--- src/charger_cfg_pkg.sv ---
// package for the charging-box configuration and watchdog register bank
// assumes a 32-bit AXI4-Lite slave with one 16-bit register per word
package charger_cfg_pkg;

  // ----------------------------------------------------------------------
  // register map (register index, byte address is index times four)
  // ----------------------------------------------------------------------
  localparam logic [7:0] IDX_CONTROL = 8'h03;
  localparam logic [7:0] IDX_CFG_ONE = 8'h04;
  localparam logic [7:0] IDX_CFG_TWO = 8'h05;
  localparam logic [7:0] IDX_CFG_THREE = 8'h06;
  localparam logic [7:0] IDX_WATCHDOG = 8'h0b;
  localparam logic [7:0] IDX_WDG_STATUS = 8'h0c;

  // ----------------------------------------------------------------------
  // writable bits and reset words
  // ----------------------------------------------------------------------
  localparam logic [15:0] CFG_ONE_MASK = 16'h003f;
  localparam logic [15:0] CFG_TWO_MASK = 16'h1fff;
  localparam logic [15:0] CFG_THREE_MASK = 16'h007f;
  localparam logic [15:0] WATCHDOG_ENABLE_MASK = 16'h0001;
  localparam logic [15:0] WDG_PRESET_MASK = 16'h03fe;
  localparam logic [15:0] CFG_ONE_RST = 16'h002a;
  localparam logic [15:0] CFG_TWO_RST = 16'h1151;
  localparam logic [15:0] CFG_THREE_RST = 16'h0022;
  localparam logic [15:0] WDG_RST = 16'h03fe;

  // ----------------------------------------------------------------------
  // field positions
  // ----------------------------------------------------------------------
  localparam int LED_LSB = 4;
  localparam int BOOST_LSB = 2;
  localparam int OFFSET_LSB = 0;
  localparam int RAIL_LSB = 10;
  localparam int INLIM_LSB = 8;
  localparam int PCH_I_LSB = 6;
  localparam int PCH_V_LSB = 4;
  localparam int CC_I_LSB = 2;
  localparam int RCH_LSB = 0;
  localparam int EAR_LIM_LSB = 5;
  localparam int CC_V_LSB = 2;
  localparam int TERM_LSB = 0;
  localparam int WATCHDOG_ENABLE_BIT = 0;
  localparam int WDG_PRESET_LSB = 1;
  localparam int WDG_SERVICE_BIT = 13;
  localparam int WSTAT_FLAG_BIT = 0;

  // ----------------------------------------------------------------------
  // encodings and bus answers
  // ----------------------------------------------------------------------
  localparam logic [1:0] PCH_150_CODE = 2'b10;
  localparam logic [2:0] CC_V_MAX_CODE = 3'b100;
  localparam logic [2:0] CC_V_DEFAULT = 3'b000;
  localparam logic [1:0] RESP_OKAY = 2'b00;
  localparam logic [1:0] RESP_SLVERR = 2'b10;
  localparam int TICK_NS = 1000000;
  localparam int CLK_NS = 40;

  typedef enum logic [1:0] {
    WD_OFF = 2'b00,
    WD_RUN = 2'b01,
    WD_EXPIRED = 2'b11
  } wd_state_t;

  typedef struct packed {
    logic [1:0] led_current_select;
    logic [1:0] boost_peak_limit_select;
    logic [1:0] light_load_offset;
    logic [2:0] system_rail_select;
    logic [1:0] input_limit_trim;
    logic [1:0] precharge_current_scale;
    logic [1:0] precharge_end_voltage;
    logic [1:0] cc_charge_scale;
    logic [1:0] recharge_threshold;
    logic [1:0] earbud_output_limit;
    logic [2:0] cc_end_voltage;
    logic [1:0] termination_current_trim;
  } charger_cfg_t;

endpackage

--- src/charger_box_user_config_watchdog_regs.sv ---
// configuration register bank and watchdog of a charging-box power manager
// assumes an AXI4-Lite master on aclk; fields drive analog trims outside
//
// Overview of operation
// - boost peak limit code, bits 3:2, reset 10
// - light-load offset code, bits 1:0, reset 10
// - system rail code, bits 12:10, reset 100
// - input limit trim, bits 9:8, reset 01
// - precharge scale, codes 10 and 11 both 150%
// - precharge end voltage, bits 5:4, reset 01
// - cc charge scale, bits 3:2, reset 00
// - recharge threshold, bits 1:0, reset 01
// - earbud output limit, bits 6:5, reset 01
// - cc end voltage, unused codes mean 4.2V
// - termination trim, bits 1:0, reset 10
// - watchdog preset 9:1 and enable; preset locked while enabled
// - reserved bits read zero, written zero
// - service bit restarts watchdog and self-clears
//
// Register access over AXI4-Lite is this design's own decision.
`timescale 1ns/1ns
module charger_box_user_config_watchdog_regs
  import charger_cfg_pkg::*;
#(
  parameter int ADDR_W = 8,
  parameter int TICK_CYCLES = (TICK_NS + CLK_NS - 1) / CLK_NS
) (
  input wire logic aclk, // 25 MHz clock
  input wire logic aresetn, // synchronous reset, low active
  input wire logic [ADDR_W-1:0] s_axi_awaddr, // write address
  input wire logic s_axi_awvalid, // write address valid
  output logic s_axi_awready, // write address ready
  input wire logic [31:0] s_axi_wdata, // write data
  input wire logic [3:0] s_axi_wstrb, // byte enables
  input wire logic s_axi_wvalid, // write data valid
  output logic s_axi_wready, // write data ready
  output logic [1:0] s_axi_bresp, // write response
  output logic s_axi_bvalid, // write response valid
  input wire logic s_axi_bready, // write response ready
  input wire logic [ADDR_W-1:0] s_axi_araddr, // read address
  input wire logic s_axi_arvalid, // read address valid
  output logic s_axi_arready, // read address ready
  output logic [31:0] s_axi_rdata, // read data
  output logic [1:0] s_axi_rresp, // read response
  output logic s_axi_rvalid, // read data valid
  input wire logic s_axi_rready, // read data ready
  output charger_cfg_t cfg, // decoded trim and select fields
  output logic watchdog_timeout // high while watchdog expired
);

  // ----------------------------------------------------------------------
  // address helpers
  // ----------------------------------------------------------------------
  function automatic logic [ADDR_W-1:0] byte_addr(input logic [7:0] idx);
    byte_addr = ADDR_W'({idx, 2'b00});
  endfunction

  localparam int PRE_W = $clog2(TICK_CYCLES + 1);
  localparam logic [PRE_W-1:0] TICK_LAST = PRE_W'(TICK_CYCLES - 1);

  logic [15:0] cfg_one_q, cfg_two_q, cfg_three_q, wdg_q;
  logic aw_have_q, w_have_q;
  logic [ADDR_W-1:0] aw_addr_q;
  logic [31:0] w_data_q;
  logic [3:0] w_strb_q;
  logic wr_fire, wr_hit;
  logic [15:0] wr_mask;
  logic service_pulse, flag_clear;
  wd_state_t wd_state_q;
  logic [8:0] wd_count_q;
  logic [PRE_W-1:0] pre_q;
  logic tick;
  logic flag_q;
  logic [15:0] rd_word;
  logic rd_hit;

  // ----------------------------------------------------------------------
  // write channel: address and data taken in either order
  // ----------------------------------------------------------------------
  assign s_axi_awready = !aw_have_q && !s_axi_bvalid;
  assign s_axi_wready = !w_have_q && !s_axi_bvalid;
  assign wr_fire = aw_have_q && w_have_q && !s_axi_bvalid;
  assign wr_mask = {{8{w_strb_q[1]}}, {8{w_strb_q[0]}}};

  // hold each half until the pair is complete
  always_ff @(posedge aclk) begin
    if (!aresetn) begin
      aw_have_q <= 1'b0;
      aw_addr_q <= '0;
    end else if (s_axi_awvalid && s_axi_awready) begin
      aw_have_q <= 1'b1;
      aw_addr_q <= s_axi_awaddr;
    end else if (wr_fire) begin
      aw_have_q <= 1'b0;
    end
  end

  always_ff @(posedge aclk) begin
    if (!aresetn) begin
      w_have_q <= 1'b0;
      w_data_q <= '0;
      w_strb_q <= '0;
    end else if (s_axi_wvalid && s_axi_wready) begin
      w_have_q <= 1'b1;
      w_data_q <= s_axi_wdata;
      w_strb_q <= s_axi_wstrb;
    end else if (wr_fire) begin
      w_have_q <= 1'b0;
    end
  end

  // unmapped writes still answer, with an error
  always_comb begin
    if (aw_addr_q == byte_addr(IDX_CONTROL)) begin
      wr_hit = 1'b1;
    end else if (aw_addr_q == byte_addr(IDX_CFG_ONE)) begin
      wr_hit = 1'b1;
    end else if (aw_addr_q == byte_addr(IDX_CFG_TWO)) begin
      wr_hit = 1'b1;
    end else if (aw_addr_q == byte_addr(IDX_CFG_THREE)) begin
      wr_hit = 1'b1;
    end else if (aw_addr_q == byte_addr(IDX_WATCHDOG)) begin
      wr_hit = 1'b1;
    end else if (aw_addr_q == byte_addr(IDX_WDG_STATUS)) begin
      wr_hit = 1'b1;
    end else begin
      wr_hit = 1'b0;
    end
  end

  // response one cycle after the pair completes
  always_ff @(posedge aclk) begin
    if (!aresetn) begin
      s_axi_bvalid <= 1'b0;
      s_axi_bresp <= RESP_OKAY;
    end else if (wr_fire) begin
      s_axi_bvalid <= 1'b1;
      s_axi_bresp <= wr_hit ? RESP_OKAY : RESP_SLVERR;
    end else if (s_axi_bready) begin
      s_axi_bvalid <= 1'b0;
    end
  end

  // ----------------------------------------------------------------------
  // configuration registers
  // ----------------------------------------------------------------------
  // reserved bits never store, so they read back as zero
  always_ff @(posedge aclk) begin
    if (!aresetn) begin
      cfg_one_q <= CFG_ONE_RST;
      cfg_two_q <= CFG_TWO_RST;
      cfg_three_q <= CFG_THREE_RST;
    end else if (wr_fire) begin
      if (aw_addr_q == byte_addr(IDX_CFG_ONE)) begin
        cfg_one_q <= (cfg_one_q & ~wr_mask)
          | (w_data_q[15:0] & wr_mask & CFG_ONE_MASK);
      end else if (aw_addr_q == byte_addr(IDX_CFG_TWO)) begin
        cfg_two_q <= (cfg_two_q & ~wr_mask)
          | (w_data_q[15:0] & wr_mask & CFG_TWO_MASK);
      end else if (aw_addr_q == byte_addr(IDX_CFG_THREE)) begin
        cfg_three_q <= (cfg_three_q & ~wr_mask)
          | (w_data_q[15:0] & wr_mask & CFG_THREE_MASK);
      end
    end
  end

  // watchdog word: preset bits only move while the watchdog is off
  always_ff @(posedge aclk) begin
    if (!aresetn) begin
      wdg_q <= WDG_RST;
    end else if (wr_fire && aw_addr_q == byte_addr(IDX_WATCHDOG)) begin
      if (wdg_q[WATCHDOG_ENABLE_BIT]) begin
        wdg_q <= (wdg_q & ~(wr_mask & WATCHDOG_ENABLE_MASK))
          | (w_data_q[15:0] & wr_mask & WATCHDOG_ENABLE_MASK);
      end else begin
        wdg_q <= (wdg_q & ~wr_mask) | (w_data_q[15:0] & wr_mask
          & (WATCHDOG_ENABLE_MASK | WDG_PRESET_MASK));
      end
    end
  end

  // ----------------------------------------------------------------------
  // field outputs, with the two documented code aliases folded
  // ----------------------------------------------------------------------
  always_comb begin
    cfg.led_current_select = cfg_one_q[LED_LSB +: 2];
    cfg.boost_peak_limit_select = cfg_one_q[BOOST_LSB +: 2];
    cfg.light_load_offset = cfg_one_q[OFFSET_LSB +: 2];
    cfg.system_rail_select = cfg_two_q[RAIL_LSB +: 3];
    cfg.input_limit_trim = cfg_two_q[INLIM_LSB +: 2];
    cfg.precharge_current_scale = cfg_two_q[PCH_I_LSB +: 2];
    if (cfg_two_q[PCH_I_LSB + 1]) begin
      cfg.precharge_current_scale = PCH_150_CODE;
    end
    cfg.precharge_end_voltage = cfg_two_q[PCH_V_LSB +: 2];
    cfg.cc_charge_scale = cfg_two_q[CC_I_LSB +: 2];
    cfg.recharge_threshold = cfg_two_q[RCH_LSB +: 2];
    cfg.earbud_output_limit = cfg_three_q[EAR_LIM_LSB +: 2];
    cfg.cc_end_voltage = cfg_three_q[CC_V_LSB +: 3];
    if (cfg_three_q[CC_V_LSB +: 3] > CC_V_MAX_CODE) begin
      cfg.cc_end_voltage = CC_V_DEFAULT;
    end
    cfg.termination_current_trim = cfg_three_q[TERM_LSB +: 2];
  end

  // ----------------------------------------------------------------------
  // watchdog
  // ----------------------------------------------------------------------
  // service bit is never stored, so it reads back as zero
  assign service_pulse = wr_fire && aw_addr_q == byte_addr(IDX_CONTROL)
    && w_strb_q[1] && w_data_q[WDG_SERVICE_BIT];
  assign flag_clear = wr_fire && aw_addr_q == byte_addr(IDX_WDG_STATUS)
    && w_strb_q[0] && w_data_q[WSTAT_FLAG_BIT];
  assign tick = pre_q == TICK_LAST;
  assign watchdog_timeout = wd_state_q == WD_EXPIRED;

  // prescaler restarts with each reload so a service gives a full period
  always_ff @(posedge aclk) begin
    if (!aresetn) begin
      pre_q <= '0;
    end else if (wd_state_q != WD_RUN || service_pulse || tick) begin
      pre_q <= '0;
    end else begin
      pre_q <= pre_q + 1'b1;
    end
  end

  always_ff @(posedge aclk) begin
    if (!aresetn) begin
      wd_state_q <= WD_OFF;
      wd_count_q <= WDG_RST[WDG_PRESET_LSB +: 9];
    end else if (!wdg_q[WATCHDOG_ENABLE_BIT]) begin
      wd_state_q <= WD_OFF;
      wd_count_q <= wdg_q[WDG_PRESET_LSB +: 9];
    end else begin
      case (wd_state_q)
        WD_OFF: begin
          wd_state_q <= WD_RUN;
          wd_count_q <= wdg_q[WDG_PRESET_LSB +: 9];
        end
        WD_RUN: begin
          if (service_pulse) begin
            wd_count_q <= wdg_q[WDG_PRESET_LSB +: 9];
          end else if (tick && wd_count_q == '0) begin
            wd_state_q <= WD_EXPIRED;
          end else if (tick) begin
            wd_count_q <= wd_count_q - 1'b1;
          end
        end
        WD_EXPIRED: begin
          if (service_pulse) begin
            wd_state_q <= WD_RUN;
            wd_count_q <= wdg_q[WDG_PRESET_LSB +: 9];
          end
        end
        default: begin
          wd_state_q <= WD_OFF;
        end
      endcase
    end
  end

  // sticky expiry flag; a new expiry beats a clear in the same cycle
  always_ff @(posedge aclk) begin
    if (!aresetn) begin
      flag_q <= 1'b0;
    end else if (wd_state_q == WD_RUN && tick && wd_count_q == '0
                 && !service_pulse && wdg_q[WATCHDOG_ENABLE_BIT]) begin
      flag_q <= 1'b1;
    end else if (flag_clear) begin
      flag_q <= 1'b0;
    end
  end

  // ----------------------------------------------------------------------
  // read channel
  // ----------------------------------------------------------------------
  always_comb begin
    rd_hit = 1'b1;
    if (s_axi_araddr == byte_addr(IDX_CONTROL)) begin
      rd_word = 16'h0000;
    end else if (s_axi_araddr == byte_addr(IDX_CFG_ONE)) begin
      rd_word = cfg_one_q;
    end else if (s_axi_araddr == byte_addr(IDX_CFG_TWO)) begin
      rd_word = cfg_two_q;
    end else if (s_axi_araddr == byte_addr(IDX_CFG_THREE)) begin
      rd_word = cfg_three_q;
    end else if (s_axi_araddr == byte_addr(IDX_WATCHDOG)) begin
      rd_word = wdg_q;
    end else if (s_axi_araddr == byte_addr(IDX_WDG_STATUS)) begin
      rd_word = {6'h00, wd_count_q, flag_q};
    end else begin
      rd_word = 16'h0000;
      rd_hit = 1'b0;
    end
  end

  assign s_axi_arready = !s_axi_rvalid;

  // data answered one cycle after the address is taken
  always_ff @(posedge aclk) begin
    if (!aresetn) begin
      s_axi_rvalid <= 1'b0;
      s_axi_rdata <= '0;
      s_axi_rresp <= RESP_OKAY;
    end else if (s_axi_arvalid && s_axi_arready) begin
      s_axi_rvalid <= 1'b1;
      s_axi_rdata <= {16'h0000, rd_word};
      s_axi_rresp <= rd_hit ? RESP_OKAY : RESP_SLVERR;
    end else if (s_axi_rready) begin
      s_axi_rvalid <= 1'b0;
    end
  end
endmodule

--- config.mk ---
export PLATFORM = sky130hd
export DESIGN_NAME = charger_box_user_config_watchdog_regs
export DESIGN_NICKNAME = d
export VERILOG_FILES = /design/src/charger_cfg_pkg.sv /design/src/charger_box_user_config_watchdog_regs.sv
export SDC_FILE = /design/constraint.sdc
export NUM_CORES = 1
export LEC_CHECK = 0
export ABC_CLOCK_PERIOD_IN_PS = 3000
export BUFFER_PORTS_ARGS = -buffer_cell sky130_fd_sc_hd__buf_4
export CAP_MARGIN = 40
export CORE_MARGIN = 2
export CORE_UTILIZATION = 32
export DETAILED_ROUTE_END_ITERATION = 12
export PLACE_DENSITY = 0.52
export SLEW_MARGIN = 30
export SYNTH_ARGS = -nofsm -noshare
export SYNTH_HDL_FRONTEND = slang
export SYNTH_SLANG_ARGS = --single-unit
--- constraint.sdc ---
create_clock -name aclk -period 3 [get_ports aclk]
set_input_delay 0.15 -clock aclk [delete_from_list [all_inputs] [get_ports aclk]]
set_output_delay 0.15 -clock aclk [all_outputs]
set_load 0.02 [all_outputs]
==> impl_metrics.toml <==
[run_status]
status = "completed"

[clocking]
tritoncts.num_buffers = 17
post_cts_resized = 0
clock_latency_ns = 0.41
cts_max_level = 4
post_cts_buffers = 0
cts_tree = "done"
root_buffer = "clkbuf_16"
clock-sinks = 137
clockBufferDepth = 2
clk_pin_slew_ns = 0.06

[global_routing]
antenna_found_initial = 0
grt_max_degree = 64
grt_overflow = 0
grt_pass1_vias = 4734
grt_pass1_wl_um = 25600
track_usage_pct = 16.0

[power_and_ir_drop]
ir_drop_v = 0.000384
total_power_mw = 4.27
p_sw_mw = 0.972
swShare_pct = 22.8
power_density_nw_per_um2 = 547
combPwrFrac_pct = 6.2
p_leak_nw = 3.14
pwr-share-clk_pct = 49.7
power_frac_seq_pct = 44.1
internal_power_mw = 3.29

[route]
drtIter0Drc = 335
wl_met3_um = 667
wl_met1_um = 8210
vias = 5110
dr.pass1.iters = 5
wire_per_inst_um = 14.7
routed_wl_um = 16000
drc = 0
top_layer = "met4"
detail_route.vias_per_cell = 4.69
ant_nets = 0
met2_length_um = 6960

[hold_path]
hp-class = "in2reg"

[final_layout]
insertedDiodeCount = 0
fillCellCount = 1995
final_area_sq_um = 7800
synthToLayoutAreaGrowth_pct = 24.4
multi_input_area_sq_um = 3070
drive_above_1_share_pct = 16.1
fin_cells = 1089
seqCellArea_sq_um = 2740
final_net_count = 872

[synthesis]
synth_cell_type_count = 54
syn_inst = 733
ys_warn_count = 0
synth_area_sq_um = 6270
ys_async_sr_fraction_pct = 0
synth_flop_cell = "dfxtp_1"
synth_edf_count = 0
seq_area_frac_synth_pct = 43.7
yosys_register_bits = 137
avgSynthCellArea_sq_um = 8.56

[floorplan]
dieArea_sq_um = 20700
io_pins = 127
die_h_um = 144
core_sq_um = 19300
start_util_pct = 32.4
rows = 51
fp.dieW_um = 144

[sta]
fin_skew_ns = 0.00486
setup_viol_count_final = 0
post-route-period-util_pct = 82.4
max_slew_margin_pct = 51.6
final_hold_viol_count = 0
tightestPinTransition_ns = 0.724
post-route-min-period_ns = 2.47
rsz0062_at_grt = "false"
slew_viol_final = 0
holdWs_ns = 0.0173
tns_ns = 0
fmax_mhz = 405

[place]
post_dp_cell_area_sq_um = 6930
port_buffers = 88
dp_hpwl_um = 11600
place_congestion = 0.839
placed_cells = 1031

[critical_path]
crit_path_end_kind = "register"
cp_max_fo = 12
crit_type = "reg2reg"
crit_buf_inv = 0
slowest_delay_ns = 0.64
path_cells = "or4_1, o41a_1, and3_1, and2_1, o311ai_1"
critPathTopFamily = "simple AND/OR/NAND/NOR gates"
startpoint_type = "register"
arrival_ns = 2.79
crit_slowest_cell = "or4_1"
worstPathRequired_ns = 3.32

[job]
drv_cap = 0
-- per-layer routing --
layer | up-vias | global-route usage (%)
li1 | 2634 | -
met1 | 2363 | 23.0
met2 | 104 | 23.7
met3 | 9 | 3.94
met4 | 0 | 4.18
met5 | - | 0
-- Yosys cell counts, types with 6 or more instances --
cell type | instances | area, sq um
a21boi_0 | 28 | 210
nor3_1 | 10 | 50.1
xor2_1 | 6 | 52.6
buf_4 | 41 | 308
nand2_1 | 109 | 409
a22oi_1 | 7 | 52.6
mux2i_1 | 43 | 430
nand3_1 | 11 | 55.1
o21ai_0 | 46 | 230
nor4_1 | 8 | 50.1
and2_1 | 21 | 131
o21ai_1 | 8 | 40.0
inv_1 | 21 | 78.8
nand4_1 | 7 | 43.8
and3_1 | 17 | 106
xnor2_1 | 7 | 61.3
a21oi_1 | 22 | 110
nor2_1 | 43 | 161
nand2b_1 | 18 | 113
nor2b_1 | 22 | 138
dfxtp_1 | 137 | 2740
clkbuf_1 | 36 | 135
a32o_1 | 11 | 110
-- final timing paths --
path	startpoint	end	slack, ns	cells past startpoint
worst max-delay path	aw_addr_q[6]	wd_count_q[1]	0.53	5
worst min-delay path	s_axi_awaddr[7]	aw_addr_q[7]	0.02	3
worst max register to register	aw_addr_q[6]	wd_count_q[1]	0.53	5
worst min register to register	s_axi_rdata[7]	s_axi_rdata[7]	0.45	2
-- power groups by stage --
stage	registers [mW]	clock network (mW)	logic [mW]
6_report	1.88	2.12	0.263
3_5_place_dp	1.92	0	0.239
5_1_grt	1.89	2.25	0.295
2_1_floorplan	1.91	0	0.170
4_1_cts	1.88	2.17	0.266
3_3_place_gp	1.92	0	0.237
-- worst min-delay path: cells and delay by family --
kind                   cells  cell delay [ns]
and+or+nand+nor            1             0.05
buffers and inverters      1             0.11
AOI/OAI and AO/OA          1             0.07
-- area by class of cell --
class                   instances  area share, %
clock inverters                10           1.49
multi-input cells             514           39.4
well taps                     265           4.25
clock buffers                  22           6.34
flip-flops and latches        137           35.2
repair buffers                120           12.4
inverters                      21           1.01
-- stage by stage --
stage	util, %	worst slack [ns]
6_report	40.3	0.529
5_1_grt	40.3	0.364
4_1_cts	40.3	0.554
3_5_place_dp	35.8	0.580
3_3_place_gp	35.8	0.607
2_1_floorplan	-	0.899
-- placed cells by master (no fill, tap or decap), drive strengths merged, types with 3 or more instances in the layout --
master / synthesis / routed
nand3: 11 / 11
nor3: 10 / 10
or4: 4 / 4
nand4: 7 / 7
nor4: 8 / 8
xor2: 6 / 6
inv: 21 / 21
clkbuf: 36 / 22
and2: 21 / 21
or3b: 3 / 3
nand2b: 18 / 18
nor2: 44 / 44
xnor2: 7 / 7
o21ai: 54 / 54
a22oi: 7 / 7
dlygate4sd3: 0 / 26
mux2i: 43 / 43
clkinvlp: 0 / 5
dfxtp: 137 / 137
conb: 1 / 18
nor2b: 22 / 22
nor3b: 4 / 4
a21boi: 28 / 28
nand2: 109 / 109
buf: 42 / 94
and3: 17 / 17
a31oi: 3 / 3
o21a: 3 / 3
a222oi: 4 / 4
a21oi: 22 / 22
a32o: 11 / 11
clkinv: 0 / 3
-- cell families (layout without fill, tap and decap cells) --
kind of cell             Yosys count  in the layout  share of synthesized area (%)
AND/OR/NAND/NOR                  294            294                           23.7
AO/OA/AOI/OAI                    144            144                           15.1
flip-flops                       137            137                           43.7
buffers and inverters             99            173                           8.40
multiplexers                      43             43                           6.86
XOR/XNOR                          13             13                           1.81
adder cells (fa/ha/maj)            2              2                          0.399
other                              1             18                         0.0598
-- what timing repair did --
| action | CTS | global route |
|---|---|---|
| hold buffers | 26 | 0 |
| endpoints found under the hold margin | 25 | 0 |
| setup endpoints to repair | 0 | 0 |
Note: power is estimated with default switching activity, not from simulation.
